**src/logic/adc_ctrl_pkg.sv**
```systemverilog
// package for the converter trigger and transfer control block
// assumes an 8-bit host i/o port decoded to a 4-bit offset inside the board window
//
// What this block does
// - channel comes from the low three bits of the channel write; upper bits ignored
// - eight single-ended inputs pass the multiplexer into the gain stage and converter
// - mode 0x01 gives software trigger with polled transfer, pacer off
// - mode 0x06 gives pacer trigger with interrupt transfer, software trigger off
// - irq code 000 and 010 give line 2, 001 unused, 011..111 give 3..7
// - a write to the trigger offset in a software mode pulses the converter start once, if no conversion runs
// - ready indication sits in the high result byte at offset five
// - in pacer mode triggers come periodically from the pacer timer
// - pacer timer is counters two and three cascaded into one 32-bit timer
// - with interrupt transfer, each finished conversion raises the selected line
// - result low eight bits at offset four, top four plus ready at five
// - status bit set per conversion in interrupt mode; a write to offset eight clears it unless a conversion completes in that cycle
package adc_ctrl_pkg;

   // -------------------------------------------------------------
   // register offsets
   // -------------------------------------------------------------
   localparam logic [3:0] OFS_RESULT_LOW = 4'h4;
   localparam logic [3:0] OFS_RESULT_HIGH = 4'h5;
   localparam logic [3:0] OFS_IRQ_CLEAR = 4'h8;
   localparam logic [3:0] OFS_CHANNEL_SELECT = 4'hA;
   localparam logic [3:0] OFS_MODE_SELECT = 4'hB;
   localparam logic [3:0] OFS_SOFT_TRIGGER = 4'hC;

   // -------------------------------------------------------------
   // field layout
   // -------------------------------------------------------------
   localparam int CHAN_LSB = 0;
   localparam int CHAN_MSB = 2;
   localparam int MODE_LSB = 0;
   localparam int MODE_MSB = 2;
   localparam int IRQ_CODE_LSB = 4;
   localparam int IRQ_CODE_MSB = 6;
   localparam int READY_BIT = 4;
   localparam int RESULT_WIDTH = 12;

   // mode codes of the low mode field
   localparam logic [2:0] MODE_SOFT_POLL_A = 3'h0;
   localparam logic [2:0] MODE_SOFT_POLL = 3'h1;
   localparam logic [2:0] MODE_PACER_POLL = 3'h2;
   localparam logic [2:0] MODE_PACER_IRQ = 3'h6;

   // reset values
   localparam logic [2:0] CHAN_RESET = 3'h0;
   localparam logic [2:0] MODE_RESET = 3'h0;
   localparam logic [2:0] IRQ_CODE_RESET = 3'h0;
   localparam logic [31:0] PACER_DIV_RESET = 32'h0000_FFFF;

   // one-hot request lines 2..7 on a 6-bit vector, bit 0 is line 2
   localparam logic [5:0] IRQ_NONE = 6'h00;

   // -------------------------------------------------------------
   // types
   // -------------------------------------------------------------
   // one host i/o cycle, already qualified by the board select
   typedef struct packed {
      logic wr;
      logic rd;
      logic [3:0] offset;
      logic [7:0] data;
   } io_req_type;

   // converter handshake result
   typedef struct packed {
      logic done;
      logic [11:0] value;
   } conv_result_type;

   typedef enum logic [1:0] {
      CONV_IDLE = 2'b00,
      CONV_START = 2'b01,
      CONV_BUSY = 2'b11
   } conv_state_type;

   // maps the interrupt code to a one-hot request line (bit 0 is line 2)
   function automatic logic [5:0] irq_decode(input logic [2:0] code);
      logic [5:0] res;
      res = IRQ_NONE;
      case (code)
         3'h0, 3'h2: res = 6'h01;
         3'h3: res = 6'h02;
         3'h4: res = 6'h04;
         3'h5: res = 6'h08;
         3'h6: res = 6'h10;
         3'h7: res = 6'h20;
         default: res = IRQ_NONE;
      endcase
      return res;
   endfunction

endpackage

```
**src/logic/adc_trigger_transfer_ctrl.sv**
```systemverilog
// conversion control: channel and mode registers, trigger sources, result transfer
// assumes host cycles arrive already decoded to a board offset, one cycle per access,
// and a converter that answers a start pulse with a done pulse and its value
module adc_trigger_transfer_ctrl (
   input wire logic clk_in, // board clock, 20 MHz
   input wire logic rstn_in, // async reset, active low
   input wire adc_ctrl_pkg::io_req_type io_in, // host i/o cycle
   input wire logic [31:0] pacer_divisor_in, // cascaded counter reload value
   input wire adc_ctrl_pkg::conv_result_type conv_in, // converter done and value
   output logic [7:0] rd_data_out, // host read data
   output logic [2:0] mux_channel_out, // analog multiplexer select
   output logic conv_start_out, // start pulse to the converter
   output logic [5:0] irq_out // request lines 2..7, bit 0 is line 2
);

   logic [2:0] channel_q;
   logic [2:0] mode_q;
   logic [2:0] irq_code_q;
   logic [11:0] result_q;
   logic ready_n_q;
   logic status_q;
   logic [7:0] rd_data_q;
   logic start_q;
   adc_ctrl_pkg::conv_state_type state_q;
   adc_ctrl_pkg::conv_state_type state_d;
   logic soft_en;
   logic pacer_en;
   logic irq_en;
   logic soft_hit;
   logic pacer_tick;
   logic trigger;
   logic clear_hit;

   // -------------------------------------------------------------
   // mode decode
   // -------------------------------------------------------------
   // codes outside the table fall back to no trigger at all, which is safest
   always_comb begin
      soft_en = 1'b0;
      pacer_en = 1'b0;
      irq_en = 1'b0;
      case (mode_q)
         adc_ctrl_pkg::MODE_SOFT_POLL_A: soft_en = 1'b1;
         adc_ctrl_pkg::MODE_SOFT_POLL: soft_en = 1'b1;
         adc_ctrl_pkg::MODE_PACER_POLL: pacer_en = 1'b1;
         adc_ctrl_pkg::MODE_PACER_IRQ: begin
            pacer_en = 1'b1;
            irq_en = 1'b1;
         end
         default: soft_en = 1'b0;
      endcase
   end

   // -------------------------------------------------------------
   // host write strobes
   // -------------------------------------------------------------
   assign soft_hit = io_in.wr && io_in.offset == adc_ctrl_pkg::OFS_SOFT_TRIGGER;
   assign clear_hit = io_in.wr && io_in.offset == adc_ctrl_pkg::OFS_IRQ_CLEAR;
   assign trigger = (soft_hit && soft_en) || (pacer_tick && pacer_en);

   // channel register keeps only the low three bits
   always_ff @(posedge clk_in or negedge rstn_in) begin
      if (!rstn_in) begin
         channel_q <= adc_ctrl_pkg::CHAN_RESET;
      end else if (io_in.wr && io_in.offset == adc_ctrl_pkg::OFS_CHANNEL_SELECT) begin
         channel_q <= io_in.data[adc_ctrl_pkg::CHAN_MSB:adc_ctrl_pkg::CHAN_LSB];
      end
   end

   // the channel register drives the analog multiplexer select directly
   assign mux_channel_out = channel_q;

   // mode register: low field picks trigger and transfer, high field the line
   always_ff @(posedge clk_in or negedge rstn_in) begin
      if (!rstn_in) begin
         mode_q <= adc_ctrl_pkg::MODE_RESET;
         irq_code_q <= adc_ctrl_pkg::IRQ_CODE_RESET;
      end else if (io_in.wr && io_in.offset == adc_ctrl_pkg::OFS_MODE_SELECT) begin
         mode_q <= io_in.data[adc_ctrl_pkg::MODE_MSB:adc_ctrl_pkg::MODE_LSB];
         irq_code_q <= io_in.data[adc_ctrl_pkg::IRQ_CODE_MSB:adc_ctrl_pkg::IRQ_CODE_LSB];
      end
   end

   // -------------------------------------------------------------
   // pacer
   // -------------------------------------------------------------
   pacer_timer u_pacer (
      .clk_in(clk_in),
      .rstn_in(rstn_in),
      .run_in(pacer_en),
      .divisor_in(pacer_divisor_in),
      .tick_out(pacer_tick)
   );

   // -------------------------------------------------------------
   // conversion sequence
   // -------------------------------------------------------------
   // a trigger during a running conversion is dropped; restarting would
   // corrupt the sample already in the converter
   always_comb begin
      state_d = state_q;
      case (state_q)
         adc_ctrl_pkg::CONV_IDLE: if (trigger) state_d = adc_ctrl_pkg::CONV_START;
         adc_ctrl_pkg::CONV_START: state_d = adc_ctrl_pkg::CONV_BUSY;
         adc_ctrl_pkg::CONV_BUSY: if (conv_in.done) state_d = adc_ctrl_pkg::CONV_IDLE;
         default: state_d = adc_ctrl_pkg::CONV_IDLE;
      endcase
   end

   always_ff @(posedge clk_in or negedge rstn_in) begin
      if (!rstn_in) begin
         state_q <= adc_ctrl_pkg::CONV_IDLE;
      end else begin
         state_q <= state_d;
      end
   end

   // one-cycle start pulse in the start state
   always_ff @(posedge clk_in or negedge rstn_in) begin
      if (!rstn_in) begin
         start_q <= 1'b0;
      end else begin
         start_q <= state_q == adc_ctrl_pkg::CONV_IDLE && trigger;
      end
   end

   assign conv_start_out = start_q;

   // result store and not-ready flag; ready reads one until a result lands
   always_ff @(posedge clk_in or negedge rstn_in) begin
      if (!rstn_in) begin
         result_q <= 12'h000;
         ready_n_q <= 1'b1;
      end else if (state_q == adc_ctrl_pkg::CONV_BUSY && conv_in.done) begin
         result_q <= conv_in.value;
         ready_n_q <= 1'b0;
      end else if (state_q == adc_ctrl_pkg::CONV_IDLE && trigger) begin
         ready_n_q <= 1'b1;
      end
   end

   // status bit: set per completed conversion in interrupt mode, cleared by any
   // write to offset eight; a completion in the clear cycle wins
   always_ff @(posedge clk_in or negedge rstn_in) begin
      if (!rstn_in) begin
         status_q <= 1'b0;
      end else if (irq_en && state_q == adc_ctrl_pkg::CONV_BUSY && conv_in.done) begin
         status_q <= 1'b1;
      end else if (clear_hit) begin
         status_q <= 1'b0;
      end
   end

   // request drives the selected line only while status stands
   always_ff @(posedge clk_in or negedge rstn_in) begin
      if (!rstn_in) begin
         irq_out <= adc_ctrl_pkg::IRQ_NONE;
      end else begin
         irq_out <= (status_q && irq_en) ? adc_ctrl_pkg::irq_decode(irq_code_q)
                                         : adc_ctrl_pkg::IRQ_NONE;
      end
   end

   // -------------------------------------------------------------
   // host read path
   // -------------------------------------------------------------
   // write-only offsets read zero and touch nothing
   always_ff @(posedge clk_in or negedge rstn_in) begin
      if (!rstn_in) begin
         rd_data_q <= 8'h00;
      end else if (io_in.rd) begin
         case (io_in.offset)
            adc_ctrl_pkg::OFS_RESULT_LOW: rd_data_q <= result_q[7:0];
            adc_ctrl_pkg::OFS_RESULT_HIGH: rd_data_q <= {3'h0, ready_n_q, result_q[11:8]};
            default: rd_data_q <= 8'h00;
         endcase
      end
   end

   assign rd_data_out = rd_data_q;

endmodule

```
**src/logic/pacer_timer.sv**
```systemverilog
// cascaded pacer timer: two 16-bit down counters, the second clocked by the first
// assumes the divisors are loaded by the owning block and counting runs every clock
module pacer_timer (
   input wire logic clk_in, // board clock
   input wire logic rstn_in, // async reset, active low
   input wire logic run_in, // count while high
   input wire logic [31:0] divisor_in, // high half stage two, low half stage one
   output logic tick_out // one-cycle pulse per full period
);

   logic [15:0] low_q;
   logic [15:0] high_q;
   logic low_wrap;

   assign low_wrap = run_in && (low_q == 16'h0001 || low_q == 16'h0000);

   // -------------------------------------------------------------
   // first stage divides the clock, second divides the first's wrap
   // -------------------------------------------------------------
   always_ff @(posedge clk_in or negedge rstn_in) begin
      if (!rstn_in) begin
         low_q <= 16'h0000;
         high_q <= 16'h0000;
      end else if (!run_in) begin
         low_q <= divisor_in[15:0];
         high_q <= divisor_in[31:16];
      end else if (low_wrap) begin
         low_q <= divisor_in[15:0];
         high_q <= (high_q <= 16'h0001) ? divisor_in[31:16] : high_q - 16'h0001;
      end else begin
         low_q <= low_q - 16'h0001;
      end
   end

   // tick when both stages wrap together
   always_ff @(posedge clk_in or negedge rstn_in) begin
      if (!rstn_in) begin
         tick_out <= 1'b0;
      end else begin
         tick_out <= low_wrap && (high_q <= 16'h0001);
      end
   end

endmodule

```
**config.mk**
```make
export PLATFORM = sky130hd
export DESIGN_NAME = adc_trigger_transfer_ctrl
export DESIGN_NICKNAME = d
export VERILOG_FILES = /design/src/logic/adc_ctrl_pkg.sv /design/src/logic/adc_trigger_transfer_ctrl.sv /design/src/logic/pacer_timer.sv
export SDC_FILE = /design/constraint.sdc
export NUM_CORES = 1
export LEC_CHECK = 0
export ABC_CLOCK_PERIOD_IN_PS = 2000
export BUFFER_PORTS_ARGS = -buffer_cell sky130_fd_sc_hd__buf_2
export CORE_UTILIZATION = 40
export DETAILED_ROUTE_END_ITERATION = 10
export PLACE_DENSITY = 0.71
export SYNTH_ARGS = -nofsm -noshare
export SYNTH_HDL_FRONTEND = slang
export SYNTH_HIERARCHICAL = 1
export SYNTH_SLANG_ARGS = --single-unit
```
**constraint.sdc**
```tcl
create_clock -name clk_in -period 2 [get_ports clk_in]
set_input_delay 0.4 -clock clk_in [delete_from_list [all_inputs] [get_ports clk_in]]
set_output_delay 0.4 -clock clk_in [all_outputs]
set_load 0.01 [all_outputs]
```
# ---- Word level (Yosys, flattened, before mapping)
# Index checks and enable logic that the tools add are counted.
dict set report totals {
  regBits 73
  in_bits 61
  out_inout_bits 18
}
dict set report op_classes {
  n_addsub 2
  magnitude_cmp 1
  n_eq_ne 21
  mux 18
  reduce_logical 25
}
# operator count
set ops {}
lappend ops {{$mux 16} 5}
lappend ops {{$pmux 6 s6} 1}
lappend ops {{$sub 16x1->16 const B} 2}
lappend ops {{$eq 16x1->1 const B} 1}
lappend ops {{$eq 4x4->1 const B} 4}
lappend ops {{$le 16x1->1 const B} 1}
lappend ops {{$logic_not 16->1} 1}
lappend ops {{$pmux 8 s2} 1}
lappend ops {{$eq 3x3->1 const B} 5}
lappend ops {{$logic_and 1x1->1} 13}
lappend ops {{$eq 3x2->1 const B} 3}
lappend ops {{$eq 4x3->1 const B} 2}
lappend ops {{$mux 1} 7}
lappend ops {{$logic_not 3->1} 2}
lappend ops {{$mux 6} 1}
lappend ops {{$pmux 2 s3} 1}
lappend ops {{$reduce_or 2->1} 3}
lappend ops {{$mux 2} 2}
lappend ops {{$ne 2x2->1 const B} 2}
lappend ops {{$reduce_bool 2->1} 2}
lappend ops {{$eq 3x1->1 const B} 1}
lappend ops {{$eq 2x1->1 const B} 1}
lappend ops {{$eq 2x2->1 const B} 1}
lappend ops {{$logic_not 2->1} 1}
lappend ops {{other kinds (3)} 4}

# ---- Logic depth before layout (Yosys ltp)
dict set report logic_depth {
  ltp_word 8
  mapped_depth 8
  ltp_nobuf 7
}

# ---- Modules after synthesis
# The synthesis kept the hierarchy.
# module instances cells_each area_each_um2 seq_area_each_um2
set by_module_without_submodules {}
lappend by_module_without_submodules {pacer_timer 1 236 2080.7 825.8}
lappend by_module_without_submodules {adc_trigger_transfer_ctrl 1 107 1572.8 1002.2}

# ---- Least setup slack after synthesis
# Ideal clock, no wire load.
dict set report synth_path {
  kind {flip-flop to flip-flop}
  startpoint {register u_pacer.high_q[4]}
  endpoint {register u_pacer.high_q[3]}
  arrival_ps 1914
  slack_ps -40
  path_stages_with_launch 6
  n_path_buf 0
  period_less_slack_ps 2040
  cell_sequence {dfrtp_1 > or4_1 > or4_4 > nor2_2 > nor2_1 > a221o_1}
}
dict set report synth_between {
  elab_chain_len 4
}
# item line_no
set synth_rtl {}
lappend synth_rtl {{start, declared} pacer_timer.sv:12} ;# logic [15:0] high_q;
lappend synth_rtl {{start signal, assigned} pacer_timer.sv:26} ;# high_q <= divisor_in[31:16];
lappend synth_rtl {{start signal, assigned} pacer_timer.sv:29} ;# high_q <= (high_q <= 16'h0001) ? divisor_in[31:16] : high_q - 16'h0001;
lappend synth_rtl {{$le 16x1->1} pacer_timer.sv:29}
lappend synth_rtl {{$mux 16} pacer_timer.sv:29}
lappend synth_rtl {{$mux 16} pacer_timer.sv:27} ;# end else if (low_wrap) begin
lappend synth_rtl {{$mux 16} pacer_timer.sv:24} ;# end else if (!run_in) begin
# Every way passes these cells. The select of a mux whose other input is x is not followed.
# A chain may end at the register's enable or synchronous reset.

# ---- Worst setup path after layout
dict set report layout_path {
  startpoint {register u_pacer.high_q[4]}
  endpoint {register u_pacer.high_q[8]}
}
dict set report layout_between {
  elab_chain_len 4
  word_cells_on_any_way 5
  classes_between {1 x add/sub; 1 x order compare; 3 x mux}
}
# item line_no
set layout_rtl {}
lappend layout_rtl {{$sub 16x1->16 or $le 16x1->1 (tied branches)} pacer_timer.sv:29}
lappend layout_rtl {{$mux 16 *} pacer_timer.sv:29}
lappend layout_rtl {{$mux 16 *} pacer_timer.sv:27}
lappend layout_rtl {{$mux 16 *} pacer_timer.sv:24}
# Every way passes the cells marked *; elsewhere a longest branch is shown, timed or not. The select of a mux whose other input is x is not followed.

==> metrics.yaml <==
grt_remaining_overflow: 0
synthTopCellsByArea: "dfrtp_1, mux2_2, nand2_1"
cp-start-kind: "flop"
grt_max_degree: 60
netlist_instances: 343
synth_top_area_share: 0.493
grt_setup_unrepaired: "yes"
skew_ps: 9.77
synth_seq_cells: 73
power_density_nw_per_um2: 1060
violations: "setup timing"
finalInstanceArea_um2: 5050
setup_viol: 11
clk_pin_slew_ps: 80
synthXorXnorAreaFrac: 0.0288
synth_compound_area_frac: 0.134
vias_per_cell: 5.41
core_area_um2: 8760
cts_buffer_depth: 2
gp_congestion: 0.837
synth_edf_count: 0
setup_tns_ps: -707
crit_arrival_ps: 2340
h-tree-depth: 3
die_area_um2: 9520
clk-insertion-delay-late_ps: 340
rows: 34
post-route-period-util: 1.06
ant_nets: 0
worst_hold_slack_ps: 267
syn_area_um2: 3650
critPathRequiredTime_ps: 2220
drc_errors: 0
ys_seq_area_frac: 0.500
synth_nets: 408
hold_path.class: "input pin to flop"
ys_warn_count: 6
multi_input_area_um2: 1870
drtPass1Iterations: 4
synth_adder_area_share: 0.0137
end_kind: "flop"
max_freq_mhz: 472
wl_um: 9390
die_w_um: 97.6
fin_util: 0.576
num_io_pins: 79
fillers: 763
n_antenna_cell: 0
cts.sinks: 73
grt_use_total: 0.207
place_area_um2: 4620
synth_cell_types: 63
syn_avg_cell_area_um2: 10.7
synth_top_family_by_area: "simple AND/OR/NAND/NOR gates"
grt_first_pass_wirelength_um: 15900
maxSlewViolCount: 0
cts_tree: "done"
finalCriticalPeriod_ps: 2120
drive_gt1_frac: 0.436
async_reset_ff_frac: 1.00
num_vias: 3238
tightest_slew_ps: 628
fin_ws_ps: -118
io_buffers: 76
pre_cts_slack_ps: -120
layout_commonest_cell: "buf_2"
nets: 552
drt_iter0_markers: 153
yosys.area_share.simple: 0.217
register_area_um2: 1830
cap_violations: 0
status: "finished, violations left"
area_growth_pct: 38.1
finalHoldViolCount: 0
criticalPathCategory: "flop to flop"
start_util: 0.417
hpwl_um: 6590
grt_pass1_vias: 3364
cts_buffers: 9
ys.flop_type: "dfrtp_1"
die_y_um: 97.6
root_buffer: "clkbuf_8"
layout_common_cells: "buf_2, dfrtp_1, buf_4, nand2_1, nor2_1"
slew_headroom: 0.579
wl_per_cell_um: 15.7
worstPathMaxFanout: 7
leakage_nw: 2.34
max-vdd-ir-drop_v: 0.000366
antenna_found_initial: 0
synthMuxAreaShare: 0.0818
netlist.top_cell.by_area: "dfrtp_1"
[synth_stat cells (7+ instances only)]
cell,n
nor2_1,24
nand2_1,32
clkbuf_1,7
nor3_1,14
mux2_2,15
o21ai_0,20
xnor2_1,8
nor4_1,8
dfrtp_1,72
nand3_1,10
or4_1,7
inv_1,9
nor2b_1,8
[metrics by stage]
| step | power (mW) | cells |
|---|---|---|
| 6_report | 5.34 | 599 |
| 5_1_grt | 5.67 | 599 |
| 4_1_cts | 5.29 | 597 |
| 3_5_place_dp | 3.89 | 577 |
| 3_3_place_gp | 3.79 | 577 |
| 2_1_floorplan | 3.06 | 343 |
[state kept, by name, summed over array words and instances (netlist names)]
register	flops
u_pacer/high_q	16
state_q	2
result_q	12
ready_n_q	1
status_q	1
mode_q	3
rd_data_out	8
mux_channel_out	3
irq_code_q	3
u_pacer/tick_out	1
u_pacer/low_q	16
irq_out	6
conv_start_out	1
[cell type report]
cell class | instances | share of cell area
multi-input cells | 250 | 0.371
flip-flops and latches | 73 | 0.362
repair buffers | 144 | 0.190
well taps | 108 | 0.0268
clock buffers | 9 | 0.0245
clock inverters | 6 | 0.0183
inverters | 9 | 0.00669
[cell families after synthesis]
| family | after synthesis |
|---|---|
| mux | 25 |
| flops | 73 |
| simple gates | 142 |
| fa+ha+maj | 4 |
| xor+xnor | 12 |
| buf+inv | 20 |
| compound gates | 67 |
[worst paths after layout]
check | from | to | slack (ps) | cells after the start
max in group asynchronous | rstn_in | ready_n_q | 820 | 3
max | u_pacer/high_q[4] | u_pacer/high_q[8] | -120 | 6
max reg2reg | u_pacer/high_q[4] | u_pacer/high_q[8] | -120 | 6
min | pacer_divisor_in[12] | u_pacer/low_q[12] | 270 | 3
min in group asynchronous | rstn_in | u_pacer/high_q[14] | 500 | 2
min reg2reg | state_q[0] | conv_start_out | 480 | 1
[where the power goes]
group	total [mW]	switching [mW]	internal, mW
Clock	1.27	0.567	0.702
Combinational	1.91	0.905	1.00
Sequential	2.16	0.289	1.88
[routing by layer]
metal / part of all wire / wire (um) / track usage
met5: 0 / 0 / 0
met4: 0.013 / 118 / 0.0724
met3: 0.047 / 443 / 0.0345
met2: 0.50 / 4680 / 0.344
met1: 0.44 / 4150 / 0.273
[critical path, stage by stage, from the launching register on]
cell       delay, ps
dfrtp_1          390
or4_4            540
or4_4            480
o21ai_4          270
buf_4            170
o21ai_2           50
o2bb2ai_1        110
[what timing repair did]
item                                   4_1_cts  5_1_grt
hold buffers                                 1        0
setup endpoints to repair                   15       30
gates resized for setup                     14       21
cloned                                       1        0
setup buffers                                3        2
endpoints found under the hold margin       14        0
pin swaps                                    7        3
(Power assumes the default switching activity.)
